File: src/rtl/flash_front_pkg.sv
// Purpose: Shared constants and carrier types for the serial flash front end
// Assumes: 20-bit array address, 8-bit bus cycles
// Notes: Opcodes, status bit positions and reset values live here
package flash_front_pkg;
   // Bus cycle framing
   localparam int unsigned BYTE_BITS = 8;
   localparam logic [2:0] BIT_LAST = 3'h7;
   localparam int unsigned ADDR_BYTES = 3;
   localparam int unsigned ARRAY_AW = 20;
   localparam logic [19:0] ADDR_TOP = 20'hfffff;
   localparam logic [19:0] ADDR_ZERO = 20'h00000;
   localparam logic [19:0] ADDR_ONE = 20'h00001;
   localparam logic [1:0] ABYTE_LAST = 2'h2;
   // Opcodes
   localparam logic [7:0] OP_READ = 8'h03;
   localparam logic [7:0] OP_FAST_READ = 8'h0b;
   localparam logic [7:0] OP_SECTOR_ERASE = 8'h20;
   localparam logic [7:0] OP_BLOCK32_ERASE = 8'h52;
   localparam logic [7:0] OP_BLOCK64_ERASE = 8'hd8;
   localparam logic [7:0] OP_CHIP_ERASE_A = 8'h60;
   localparam logic [7:0] OP_CHIP_ERASE_B = 8'hc7;
   localparam logic [7:0] OP_BYTE_PROGRAM = 8'h02;
   localparam logic [7:0] OP_AUTO_INC = 8'had;
   localparam logic [7:0] OP_STATUS_READ = 8'h05;
   localparam logic [7:0] OP_STATUS_WRITE_ENABLE_CMD = 8'h50;
   localparam logic [7:0] OP_STATUS_WRITE = 8'h01;
   localparam logic [7:0] OP_WRITE_ENABLE = 8'h06;
   localparam logic [7:0] OP_WRITE_DISABLE = 8'h04;
   localparam logic [7:0] OP_ID_READ_A = 8'h90;
   localparam logic [7:0] OP_ID_READ_B = 8'hab;
   localparam logic [7:0] OP_BUSY_ON = 8'h70;
   localparam logic [7:0] OP_BUSY_OFF = 8'h80;
   // Identity codes, values are arbitrary
   localparam logic [7:0] MAKER_CODE = 8'h5a;
   localparam logic [7:0] PART_CODE = 8'ha5;
   // Status register bit positions
   localparam int unsigned ST_BUSY = 0;
   localparam int unsigned ST_WEL = 1;
   localparam int unsigned ST_BP_LO = 2;
   localparam int unsigned ST_BP_HI = 5;
   localparam int unsigned ST_AAI = 6;
   localparam int unsigned ST_LOCK = 7;
   // Reset values of protection fields
   localparam logic [3:0] BP_RESET = 4'h7;
   localparam logic LOCK_RESET = 1'b0;
   // Protect level decode values
   localparam logic [2:0] PL_NONE = 3'h0;
   localparam logic [2:0] PL_16TH = 3'h1;
   localparam logic [2:0] PL_8TH = 3'h2;
   localparam logic [2:0] PL_4TH = 3'h3;
   localparam logic [2:0] PL_HALF = 3'h4;
   localparam logic [19:0] BASE_16TH = 20'hf0000;
   localparam logic [19:0] BASE_8TH = 20'he0000;
   localparam logic [19:0] BASE_4TH = 20'hc0000;
   localparam logic [19:0] BASE_HALF = 20'h80000;
   // Buffer geometry
   localparam int unsigned FIFO_DEPTH = 32;
   localparam int unsigned FIFO_AW = 5;
   // Write request kinds
   typedef enum logic [2:0] {
      REQ_PROGRAM, REQ_SECTOR, REQ_BLOCK32, REQ_BLOCK64, REQ_CHIP, REQ_STATUS
   } req_kind_t;
   // One array write request
   typedef struct packed {
      req_kind_t kind;
      logic [19:0] addr;
      logic [7:0] data;
   } wr_req_t;
   localparam int unsigned REQ_W = $bits(wr_req_t);
endpackage

File: src/rtl/flash_front.sv
// Purpose: Serial flash instruction front end with request buffer
// Assumes: link pins are asynchronous to core_clk; serial clock at most core_clk/8
// Notes: Array timing lives outside; requests leave through a buffer
`timescale 1ns/10ps

//////////////////////////////////////////////////////////////////////////////
// Request buffer: flip-flop storage, valid/ready on both sides
module req_fifo #(
   parameter int unsigned WIDTH = 8,
   parameter int unsigned DEPTH = 32,
   parameter int unsigned AW = 5
) (
   input wire logic core_clk, // Core clock
   input wire logic rst_n, // Async reset, active low
   input wire logic in_valid, // Source offers a word
   output logic in_ready, // Space available
   input wire logic [WIDTH-1:0] in_data, // Word in
   output logic out_valid, // Word available
   input wire logic out_ready, // Sink takes a word
   output logic [WIDTH-1:0] out_data // Word out
);
   typedef struct packed {
      logic [DEPTH-1:0][WIDTH-1:0] mem; // Storage
      logic [AW-1:0] wr; // Write index
      logic [AW-1:0] rd; // Read index
      logic [AW:0] cnt; // Fill count
   } fifo_st_t;
   fifo_st_t st_reg, st_next;
   logic push, pop;

   // Handshakes from honest count
   assign in_ready = (st_reg.cnt != (AW+1)'(DEPTH));
   assign out_valid = (st_reg.cnt != '0);
   assign out_data = st_reg.mem[st_reg.rd];
   assign push = in_valid && in_ready;
   assign pop = out_valid && out_ready;

   // Next-state of buffer
   always_comb begin
      st_next = st_reg;
      if (push) begin
         st_next.mem[st_reg.wr] = in_data;
         st_next.wr = st_reg.wr + 1'b1;
      end
      if (pop) begin
         st_next.rd = st_reg.rd + 1'b1;
      end
      if (push && !pop) begin
         st_next.cnt = st_reg.cnt + 1'b1;
      end else if (pop && !push) begin
         st_next.cnt = st_reg.cnt - 1'b1;
      end
   end

   // State register
   always_ff @(posedge core_clk or negedge rst_n) begin
      if (!rst_n) begin
         st_reg <= '0;
      end else begin
         st_reg <= st_next;
      end
   end
endmodule // req_fifo

//////////////////////////////////////////////////////////////////////////////
module flash_front
   import flash_front_pkg::*;
(
   input wire logic core_clk, // Core clock, 25 MHz
   input wire logic rst_n, // Async reset, active low
   input wire logic cs_n, // Chip select pin, active low
   input wire logic sck, // Serial clock pin
   input wire logic si, // Serial data in pin
   output logic so, // Serial data out
   output logic so_oe, // Serial out enable, high drives
   input wire logic wp_n, // Write-protect pin, active low
   input wire logic busy, // Array busy from write engine
   output logic req_valid, // Write request available
   input wire logic req_ready, // Write engine takes request
   output wr_req_t req_data, // Write request
   output logic [19:0] rd_addr, // Array read address
   input wire logic [7:0] rd_data, // Array read data
   output logic [7:0] status // Status byte view
);
   typedef enum logic [2:0] {
      S_IDLE, S_OPCODE, S_ADDR, S_DUMMY, S_DATA_IN, S_DATA_OUT, S_IGNORE
   } phase_t;
   typedef struct packed {
      logic [1:0] cs_sync; // Select synchroniser
      logic [1:0] sck_sync; // Clock synchroniser
      logic [1:0] si_sync; // Data synchroniser
      logic [1:0] wp_sync; // Write-protect synchroniser
      logic sck_prev; // Last synced clock level
      phase_t phase; // Instruction phase
      logic [2:0] bit_cnt; // Bit within bus cycle
      logic [7:0] shift; // Input shifter
      logic [7:0] opcode; // Current opcode
      logic [1:0] abyte; // Address byte count
      logic [19:0] addr; // Working address
      logic [7:0] out_sh; // Output shifter
      logic so_bit; // Driven output bit
      logic so_en; // Output enable
      logic wel; // Write enable latch
      logic status_write_enable_cmd; // Status write armed
      logic auto_increment_program; // Auto-increment mode
      logic aai_odd; // Second byte of pair pending
      logic [7:0] aai_lo; // Even byte held until select rises
      logic [7:0] aai_hi; // Odd byte held until select rises
      logic aai_hi_v; // Odd byte waits behind the even one
      logic busy_out; // Ready/busy on serial output
      logic [3:0] bp; // Protect level bits
      logic lock; // Protection lock-down
      logic req_v; // Pending request
      wr_req_t req; // Request word
   } core_st_t;
   core_st_t st_reg, st_next;
   logic fifo_ready;
   logic fifo_out_valid;
   wr_req_t fifo_out;
   logic cs_n_s, sck_s, si_s, wp_n_s, rise, fall;
   logic [7:0] byte_in;

   // Protected check for a target address at a given level
   function automatic logic is_protected(input logic [2:0] lvl, input logic [19:0] a);
      logic r;
      r = 1'b1;
      unique case (lvl)
         PL_NONE: r = 1'b0;
         PL_16TH: r = (a >= BASE_16TH);
         PL_8TH: r = (a >= BASE_8TH);
         PL_4TH: r = (a >= BASE_4TH);
         PL_HALF: r = (a >= BASE_HALF);
         default: r = 1'b1;
      endcase
      return r;
   endfunction

   // Synchronised pin views, second stage only
   assign cs_n_s = st_reg.cs_sync[1];
   assign sck_s = st_reg.sck_sync[1];
   assign si_s = st_reg.si_sync[1];
   assign wp_n_s = st_reg.wp_sync[1];
   assign rise = sck_s && !st_reg.sck_prev;
   assign fall = !sck_s && st_reg.sck_prev;
   assign byte_in = {st_reg.shift[6:0], si_s};
   assign so = st_reg.so_bit;
   assign so_oe = st_reg.so_en;
   assign rd_addr = st_reg.addr;
   assign status = {st_reg.lock, st_reg.auto_increment_program, st_reg.bp, st_reg.wel, busy};

   //////////////////////////////////////////////////////////////////////////
   // Instruction sequencer
   always_comb begin
      st_next = st_reg;
      st_next.cs_sync = {st_reg.cs_sync[0], cs_n};
      st_next.sck_sync = {st_reg.sck_sync[0], sck};
      st_next.si_sync = {st_reg.si_sync[0], si};
      st_next.wp_sync = {st_reg.wp_sync[0], wp_n};
      st_next.sck_prev = sck_s;
      // Drop request once buffer accepts it
      if (st_reg.req_v && fifo_ready) begin
         st_next.req_v = 1'b0;
      end
      // odd byte of the pair follows the even one
      if (st_reg.aai_hi_v && !st_reg.req_v) begin
         st_next.aai_hi_v = 1'b0;
         st_next.req.kind = REQ_PROGRAM;
         st_next.req.addr = st_reg.addr | ADDR_ONE;
         st_next.req.data = st_reg.aai_hi;
         st_next.req_v = !is_protected(st_reg.bp[2:0], st_reg.addr | ADDR_ONE);
         st_next.addr = (st_reg.addr | ADDR_ONE) + ADDR_ONE;
      end
      if (cs_n_s) begin
         st_next.phase = S_IDLE;
         st_next.bit_cnt = '0;
         st_next.so_en = 1'b0;
      end else begin
         if (st_reg.phase == S_IDLE) begin
            st_next.phase = S_OPCODE;
            st_next.bit_cnt = '0;
            st_next.so_en = st_reg.busy_out && st_reg.auto_increment_program;
            st_next.so_bit = !busy;
         end
         if (rise && st_reg.phase != S_IDLE) begin
            st_next.shift = byte_in;
            st_next.bit_cnt = st_reg.bit_cnt + 1'b1;
            if (st_reg.bit_cnt == BIT_LAST) begin
               unique case (st_reg.phase)
                  S_OPCODE: begin
                     st_next.opcode = byte_in;
                     st_next.abyte = '0;
                     st_next.phase = S_IGNORE;
                     unique case (byte_in)
                        OP_READ, OP_FAST_READ, OP_SECTOR_ERASE, OP_BLOCK32_ERASE, OP_BLOCK64_ERASE,
                        OP_BYTE_PROGRAM, OP_ID_READ_A, OP_ID_READ_B: begin
                           st_next.phase = S_ADDR;
                        end
                        OP_AUTO_INC: begin
                           st_next.phase = st_reg.auto_increment_program ? S_DATA_IN : S_ADDR;
                           st_next.aai_odd = 1'b0;
                        end
                        OP_STATUS_READ: begin
                           st_next.phase = S_DATA_OUT;
                           st_next.out_sh = status;
                        end
                        OP_STATUS_WRITE: st_next.phase = S_DATA_IN;
                        default: st_next.phase = S_IGNORE;
                     endcase
                  end
                  S_ADDR: begin
                     st_next.addr = {st_reg.addr[11:0], byte_in};
                     st_next.abyte = st_reg.abyte + 1'b1;
                     if (st_reg.abyte == ABYTE_LAST) begin
                        unique case (st_reg.opcode)
                           OP_READ: st_next.phase = S_DATA_OUT;
                           OP_FAST_READ: st_next.phase = S_DUMMY;
                           OP_ID_READ_A, OP_ID_READ_B: st_next.phase = S_DATA_OUT;
                           default: st_next.phase = S_DATA_IN;
                        endcase
                     end
                  end
                  S_DUMMY: st_next.phase = S_DATA_OUT;
                  S_DATA_IN: begin
                     st_next.req.data = byte_in;
                     if (st_reg.opcode == OP_AUTO_INC) begin
                        // hold the pair until select rises, so a cut frame writes nothing
                        st_next.aai_odd = !st_reg.aai_odd;
                        if (st_reg.aai_odd) begin
                           st_next.aai_hi = byte_in;
                           st_next.phase = S_IGNORE;
                        end else begin
                           st_next.aai_lo = byte_in;
                        end
                     end else if (st_reg.opcode == OP_STATUS_WRITE) begin
                        st_next.phase = S_IGNORE;
                     end else begin
                        st_next.req.addr = st_reg.addr;
                        st_next.req.kind = REQ_PROGRAM;
                        st_next.phase = S_IGNORE;
                     end
                  end
                  S_DATA_OUT: ;
                  S_IGNORE: ;
                  default: st_next.phase = S_IGNORE;
               endcase
            end
         end
         if (fall && st_reg.phase == S_DATA_OUT) begin
            st_next.so_en = 1'b1;
            st_next.so_bit = st_reg.out_sh[BYTE_BITS-1];
            st_next.out_sh = {st_reg.out_sh[6:0], 1'b0};
            if (st_reg.bit_cnt == '0) begin
               unique case (st_reg.opcode)
                  OP_STATUS_READ: begin
                     st_next.so_bit = status[ST_LOCK];
                     st_next.out_sh = {status[6:0], 1'b0};
                  end
                  OP_ID_READ_A, OP_ID_READ_B: begin
                     st_next.so_bit = st_reg.addr[0] ? PART_CODE[7] : MAKER_CODE[7];
                     st_next.out_sh = st_reg.addr[0] ? {PART_CODE[6:0], 1'b0} : {MAKER_CODE[6:0], 1'b0};
                  end
                  default: begin
                     st_next.so_bit = rd_data[BYTE_BITS-1];
                     st_next.out_sh = {rd_data[6:0], 1'b0};
                     st_next.addr = (st_reg.addr == ADDR_TOP) ? ADDR_ZERO : st_reg.addr + ADDR_ONE;
                  end
               endcase
            end
         end
      end
      // Commit on select rise after complete instruction; phase drops to idle on the same clock edge
      if (cs_n_s && st_reg.phase != S_IDLE && st_reg.bit_cnt == '0) begin
         unique case (st_reg.opcode)
            OP_WRITE_ENABLE: st_next.wel = 1'b1;
            OP_WRITE_DISABLE: begin
               st_next.wel = 1'b0;
               st_next.auto_increment_program = 1'b0;
            end
            OP_STATUS_WRITE_ENABLE_CMD: st_next.status_write_enable_cmd = 1'b1;
            OP_BUSY_ON: st_next.busy_out = 1'b1;
            OP_BUSY_OFF: st_next.busy_out = 1'b0;
            OP_STATUS_WRITE: begin
               if (st_reg.phase == S_IGNORE && (st_reg.wel || st_reg.status_write_enable_cmd)) begin
                  // lock honoured only with write-protect low
                  if (!(st_reg.lock && !wp_n_s)) begin
                     st_next.bp = st_reg.shift[ST_BP_HI:ST_BP_LO];
                     st_next.lock = st_reg.shift[ST_LOCK];
                  end
                  st_next.wel = 1'b0;
                  st_next.status_write_enable_cmd = 1'b0;
               end
            end
            OP_BYTE_PROGRAM: begin
               if (st_reg.phase == S_IGNORE && st_reg.wel) begin
                  st_next.req_v = !is_protected(st_reg.bp[2:0], st_reg.addr);
                  st_next.wel = 1'b0;
               end
            end
            OP_AUTO_INC: begin
               if (st_reg.phase == S_IGNORE && st_reg.wel) begin
                  // even byte leaves now, odd byte next
                  st_next.auto_increment_program = 1'b1;
                  st_next.req.kind = REQ_PROGRAM;
                  st_next.req.addr = st_reg.addr & ~ADDR_ONE;
                  st_next.req.data = st_reg.aai_lo;
                  st_next.req_v = !is_protected(st_reg.bp[2:0], st_reg.addr & ~ADDR_ONE);
                  st_next.aai_hi_v = 1'b1;
               end
            end
            OP_SECTOR_ERASE, OP_BLOCK32_ERASE, OP_BLOCK64_ERASE: begin
               if (st_reg.phase == S_DATA_IN && st_reg.wel) begin
                  st_next.req.addr = st_reg.addr;
                  st_next.req.kind = (st_reg.opcode == OP_SECTOR_ERASE) ? REQ_SECTOR :
                     (st_reg.opcode == OP_BLOCK32_ERASE) ? REQ_BLOCK32 : REQ_BLOCK64;
                  st_next.req_v = !is_protected(st_reg.bp[2:0], st_reg.addr);
                  st_next.wel = 1'b0;
               end
            end
            OP_CHIP_ERASE_A, OP_CHIP_ERASE_B: begin
               if (st_reg.wel) begin
                  st_next.req.kind = REQ_CHIP;
                  st_next.req.addr = ADDR_ZERO;
                  st_next.req_v = (st_reg.bp == '0);
                  st_next.wel = 1'b0;
               end
            end
            default: ;
         endcase
      end
   end

   //////////////////////////////////////////////////////////////////////////
   // State register with protection reset values
   always_ff @(posedge core_clk or negedge rst_n) begin
      if (!rst_n) begin
         st_reg <= '0;
         st_reg.cs_sync <= 2'h3;
         st_reg.phase <= S_IDLE;
         st_reg.bp <= BP_RESET;
         st_reg.lock <= LOCK_RESET;
      end else begin
         st_reg <= st_next;
      end
   end

   assign req_valid = fifo_out_valid;
   assign req_data = fifo_out;

   // Request buffer toward the write engine
   req_fifo #(
      .WIDTH(REQ_W),
      .DEPTH(FIFO_DEPTH),
      .AW(FIFO_AW)
   ) u_req_fifo (
      .core_clk(core_clk),
      .rst_n(rst_n),
      .in_valid(st_reg.req_v),
      .in_ready(fifo_ready),
      .in_data(st_reg.req),
      .out_valid(fifo_out_valid),
      .out_ready(req_ready),
      .out_data(fifo_out)
   );
endmodule // flash_front

File: config.mk
export PLATFORM = sky130hd
export DESIGN_NAME = flash_front
export DESIGN_NICKNAME = d
export VERILOG_FILES = /design/src/rtl/flash_front_pkg.sv /design/src/rtl/flash_front.sv
export SDC_FILE = /design/constraint.sdc
export NUM_CORES = 2
export LEC_CHECK = 0
export ABC_AREA = 1
export BUFFER_PORTS_ARGS = -buffer_cell sky130_fd_sc_hd__clkbuf_2
export CORE_ASPECT_RATIO = 1.5
export CORE_MARGIN = 2
export CORE_UTILIZATION = 60
export CTS_CLUSTER_SIZE = 25
export DETAILED_ROUTE_END_ITERATION = 6
export HOLD_SLACK_MARGIN = 0.1
export PLACE_DENSITY = 0.77
export SKIP_LAST_GASP = 1
export SLEW_MARGIN = 20
export SYNTH_ARGS = -nofsm -noshare
export SYNTH_HDL_FRONTEND = slang
export SYNTH_HIERARCHICAL = 1
export SYNTH_SLANG_ARGS = --single-unit
File: constraint.sdc
create_clock -name core_clk -period 3.4 [get_ports core_clk]
set_input_delay 0.68 -clock core_clk [delete_from_list [all_inputs] [get_ports core_clk]]
set_output_delay 0.68 -clock core_clk [all_outputs]
set_load 0.02 [all_outputs]
Yosys cells after proc, flatten, opt, wreduce, memory -nomap -nowiden
Cells that the tools add are included.
{"block": "word_totals", "reg_bits": 1130}
{"block": "classes", "n_addsub": 8, "n_lt_le_gt_ge": 15, "eq_ne": 49, "muxes": 85, "bitwise": 3, "reduce_logical": 71}
{"op": "$bwmux 992", "n": 1}
{"op": "$ge 20x20->1 const B", "n": 12}
{"op": "$mux 31", "n": 6}
{"op": "$bmux 31 s5", "n": 1}
{"op": "$demux 31 s5", "n": 1}
{"op": "$eq 8x8->1 const B", "n": 10}
{"op": "$mux 20", "n": 4}
{"op": "$pmux 23 s3", "n": 1}
{"op": "$mux 32", "n": 2}
{"op": "$mux 29", "n": 2}
{"op": "$mux 8", "n": 7}
{"op": "$mux 52", "n": 1}
{"op": "$mux 24", "n": 2}
{"op": "$mux 23", "n": 2}
{"op": "$add 20x1->20 const B", "n": 2}
{"op": "$eq 8x7->1 const B", "n": 5}
{"op": "$mux 39", "n": 1}
{"op": "$mux 38", "n": 1}
{"op": "$eq 8x2->1 const B", "n": 4}
{"op": "$eq 8x3->1 const B", "n": 4}
{"op": "$mux 30", "n": 1}
{"op": "$mux 6", "n": 4}
{"op": "$mux 1", "n": 22}
{"op": "$reduce_bool 2->1", "n": 11}
{"op": "other kinds (47)", "n": 124}

Logic depth before layout (Yosys ltp)
{"block": "depth", "depth_word": 14, "ltp_mapped": 18}

Hierarchy
Netlist, hierarchy kept.
{"module": "req_fifo", "instances": 1, "cells_per_inst": 5834, "area_each_um2": 47697.0}
{"module": "flash_front", "instances": 1, "cells_per_inst": 1093, "area_each_um2": 7741.2}

Least setup slack after synthesis
No wires, ideal clock.
{"block": "synth_path", "path_type": "register to register", "startpoint": "register u_req_fifo/st_reg[0] (netlist bit)", "endpoint": "register u_req_fifo/st_reg[4] (netlist bit)", "setup_ps": 82, "arrival_ps": 2203, "t_required_ps": 3318, "slack_ps": 1115, "stages_incl_launch_ff": 14, "path_buffers": 0, "path_cell_list": "dfrtp_1 -> nor2_1 -> nand2_1 -> inv_2 -> nand2_1 -> nand2_1 -> ha_1 -> inv_1 -> ha_1 -> nand2_1 -> nand2_1 -> a21oi_1 -> or2_2 -> a31oi_1"}
{"block": "synth_between", "elab_chain_len": 5, "elab_cells_between_ends": 13, "cone_classes": "add/sub (2); eq/ne (1); mux (2); reduce/logical (8)"}
{"item": "start: declaration", "line_no": "flash_front.sv:28", "rtl": "fifo_st_t st_reg, st_next;"}
{"item": "start signal: assignment", "line_no": "flash_front.sv:60", "rtl": "st_reg <= st_next;"}
{"item": "$reduce_bool 6->1 (*)", "line_no": "flash_front.sv:33", "rtl": "assign out_valid = (st_reg.cnt != '0);"}
{"item": "via req_valid", "line_no": "flash_front.sv:78", "rtl": "output logic req_valid,"}
{"item": "$logic_and 1x1->1 (*)", "line_no": "flash_front.sv:36", "rtl": "assign pop = out_valid && out_ready;"}
{"item": "$logic_not 1->1", "line_no": "flash_front.sv:48", "rtl": "if (push && !pop) begin"}
{"item": "$logic_and 1x1->1", "line_no": "flash_front.sv:48"}
{"item": "$mux 6 / $reduce_bool 2->1 (equally long branches)"}
The timed path passes the listed nets; every way through them passes the cells marked *. The select of a mux whose other input is x is not followed.
A chain may end at the register's enable or synchronous reset.

==> run metrics <==
worst reg2reg path depth=14; Core Area=91500 um2; CTS buffer count=106; worst-path fanout max=12; Synth Cell Area=roughly 55000 um2; DR vias=48800; fraction of registers with async set/reset=1.00; Setup WS pre-CTS=around 0.55 ns; Clock Pin Slew Worst Setup and Hold Paths=0.06 ns; maximum vdd drop=391 uV; sequential area share after synthesis=0.510; Worst Setup End Kind=output port; Total Power=27.0 mW; Synth Register Bits=between 1000 and 1500; worst reg2reg endpoint=u_req_fifo/st_reg[4]; H-tree depth=3; count of cell types in the netlist=53; Mapped Cells=6927; final worst-path setup slack=0.00415 ns; Synthesis Warnings=6; largest net degree at the start of global routing=approximately 120; Residual DRC=1; Port Buffers=77; Crit Path Category=reg -> out; Max Freq=294 MHz; total gr overflow=0; Post-Syn Area per Cell=8.00 um2; outcome=finished with violations; DRT iter0 DRCs=6398; Post-synth EDFFs=0; R2R Setup Slk=~0.65 ns; Final Critical Period=3.40 ns; initial core utilization=0.606; hold depth=3; worst rel slew slack=0.220; vias per std cell=6.13; half-perimeter wire length after placement=a little over 90000 um; Antenna Cells=0; critical path required time=2.72 ns; RSZ-0062 raised after global routing=yes; Post-Syn Nets=between 6000 and 7000; Fill cells=7571; Clk Latency, worst-skew pair=0.73 ns; R2R Path Start=u_req_fifo/st_reg[0]; final RePlAce weighted congestion=roughly 0.94; WL final=around 170000 um; setup TNS=0 ns; DR pass1 iterations=7; slowest stage delay, CP=about 0.51 ns; clk buf depth=3; Die Y=~380 um; CP delay by family, top=buffers and inverters; Setup violations, final=0; # clock sinks=1130; I/O pin count=78; Register Area=28300 um2; first-pass GRT wire length=approximately 260000 um; Worst-Margin Slew=between 1 and 1.5 ns; design area=approximately 60000 um2; Setup Skew=0.0336 ns; DRT antenna net count=0; vias in the first global route=47000; DIE WIDTH=between 200 and 300 um; Final Cycle Share=0.999; Layout Area Growth over Synthesis=8.36%; Top FF cell, synth=dfrtp_1; violated checks=design-rule violations; Tot GR Track Use=0.358; critical path arrival=2.72 ns; Worst setup SP type=flip-flop; Min-Delay Path Class=in -> reg; slowest cell on the critical path=dfrtp_4; Die Area=between 90000 and 100000 um2; share of layout cells above drive strength 1=0.0905; Multi-input gate area=22900 um2; Pwr Density=449 nW/um2; Hold Crit Start=req_ready; max_cap viols=0; CP dominant cell by count=nand2_1; Hold EP=u_req_fifo/st_reg[10]; area post-placement=55100 um2; CTS tree=yes; worst path cell trace=buf_12 > clkinv_16 > buf_12 > clkbuf_16 > nand2_1 > nand3_1 > nand3_1 > nand2_1 > nand2_1 > nand2_1 > nand2_1 > nand2_1 > buf_4; Nets=6724; final hold viol count=0; DR WL/cell=21.5 um; CP bufs+invs=5; row count=136; Core Util, Final=0.656; max FFs per register=1008; leakage dissipation=27.5 nW; max-slew violation total from the final report=0; Root Buffer=clkbuf_16; initial antenna violation count=3
==> layout make-up <==
cell class,count,share of cell area
clock buffer,146,0.0507
clock inverter,53,0.0124
inverter,156,0.0109
multi-input combinational,5064,0.381
sequential,1130,0.471
tap,1173,0.0244
timing repair buffer,230,0.0493
timing repair inverter,2,0.000458
==> placed cells by master, fill, tap and decap left out, types with 23 or more instances in the layout <==
cell type | Yosys | final
buf_16 | 0 | 23
nand2_4 | 26 | 27
clkbuf_16 | 0 | 120
buf_12 | 3 | 49
nand3_1 | 856 | 856
buf_4 | 72 | 63
inv_1 | 137 | 135
o21ai_1 | 591 | 591
nand3b_1 | 24 | 24
clkbuf_2 | 0 | 61
a21oi_1 | 65 | 65
nor2_1 | 167 | 167
xor2_1 | 23 | 23
dfrtp_1 | 1125 | 1120
nand2_2 | 15 | 31
o21ai_2 | 91 | 91
nand2_1 | 2692 | 2675
clkinv_2 | 0 | 29
o21ai_0 | 390 | 390
==> cells by family (layout without fill, tap and decap cells) <==
family	after synthesis	after routing	synth area share
AOI/OAI and AO/OA	1168	1168	0.113
xor gates and xnor gates	33	33	0.00521
adders and majority gates	18	18	0.00420
buffers and inverters	733	587	0.0781
DFF	1130	1130	0.510
muxes	2	2	0.000384
and+or+nand+nor	3843	3843	0.289
==> power by group <==
group | leakage [nW] | switching [mW] | internal (mW)
Combinational | 9.91 | 0.427 | 0.106
Sequential | 15.7 | 0.0485 | 13.5
Clock | 1.88 | 5.35 | 7.57
==> per-layer routing <==
metal / GRT usage / up-vias / wire (um)
li1: - / 22000 / -
met1: 0.442 / 23400 / 63000
met2: 0.596 / 2651 / 82300
met3: 0.0540 / 638 / 15400
met4: 0.218 / 4 / 10500
met5: 0 / - / 28
==> synthesized netlist by cell type, types with 65 or more instances <==
cell type / n / area, um2
nand2_1: 2692 / 10100
dfrtp_1: 1125 / 28200
nand3_1: 856 / 4280
o21ai_1: 591 / 2960
o21ai_0: 390 / 1950
clkbuf_1: 169 / 634
buf_2: 168 / 841
nor2_1: 167 / 627
buf_6: 138 / 1550
inv_1: 137 / 514
o21ai_2: 91 / 797
buf_4: 72 / 541
a21oi_1: 65 / 325
==> through the flow <==
stage | hold slack, ns | cells
after floorplan | 0.331 | 6927
after global placement | 0.332 | 7706
after detailed placement | 0.336 | 7706
after CTS | 0.193 | 7936
after global routing | 0.247 | 7954
final | 0.230 | 7954
==> worst reg2reg max path, cell delays in order, from the launching register on <==
cell,delay (ns)
dfrtp_1,0.44
nor2_1,0.07
nand2_1,0.08
inv_2,0.06
nand3_4,0.08
nand2_4,0.10
inv_8,0.35
ha_1,0.28
inv_1,0.13
ha_1,0.36
nand2_1,0.10
nand2_1,0.08
a21oi_1,0.08
or2_2,0.27
a31oi_1,0.19
==> timing repair <==
| action | CTS | global route |
|---|---|---|
| resized for setup | 34 | 61 |
| setup buffers | 16 | 6 |
| gates cloned | 10 | 15 |
| endpoints found under the setup margin | 25 | 31 |
| endpoints found under the hold margin | 25 | 0 |
| pin swaps | 0 | 7 |
| hold buffers | 5 | 0 |
==> how the worst max path moves through the flow <==
stage | to | from | slack [ns] | cells after the start
2_1_floorplan | u_req_fifo/st_reg[4] | u_req_fifo/st_reg[0] | 1.12 | 13
3_3_place_gp | req_data[28] | u_req_fifo/st_reg[6] | 0.53 | 11
3_5_place_dp | req_data[28] | u_req_fifo/st_reg[6] | 0.55 | 11
5_1_grt | req_data[21] | u_req_fifo/st_reg[6] | -0.09 | 13
6_report | req_data[21] | u_req_fifo/st_reg[6] | 0.004 | 13
4_1_cts | req_data[29] | u_req_fifo/st_reg[6] | -0.04 | 12
(Power assumes the default switching activity.)
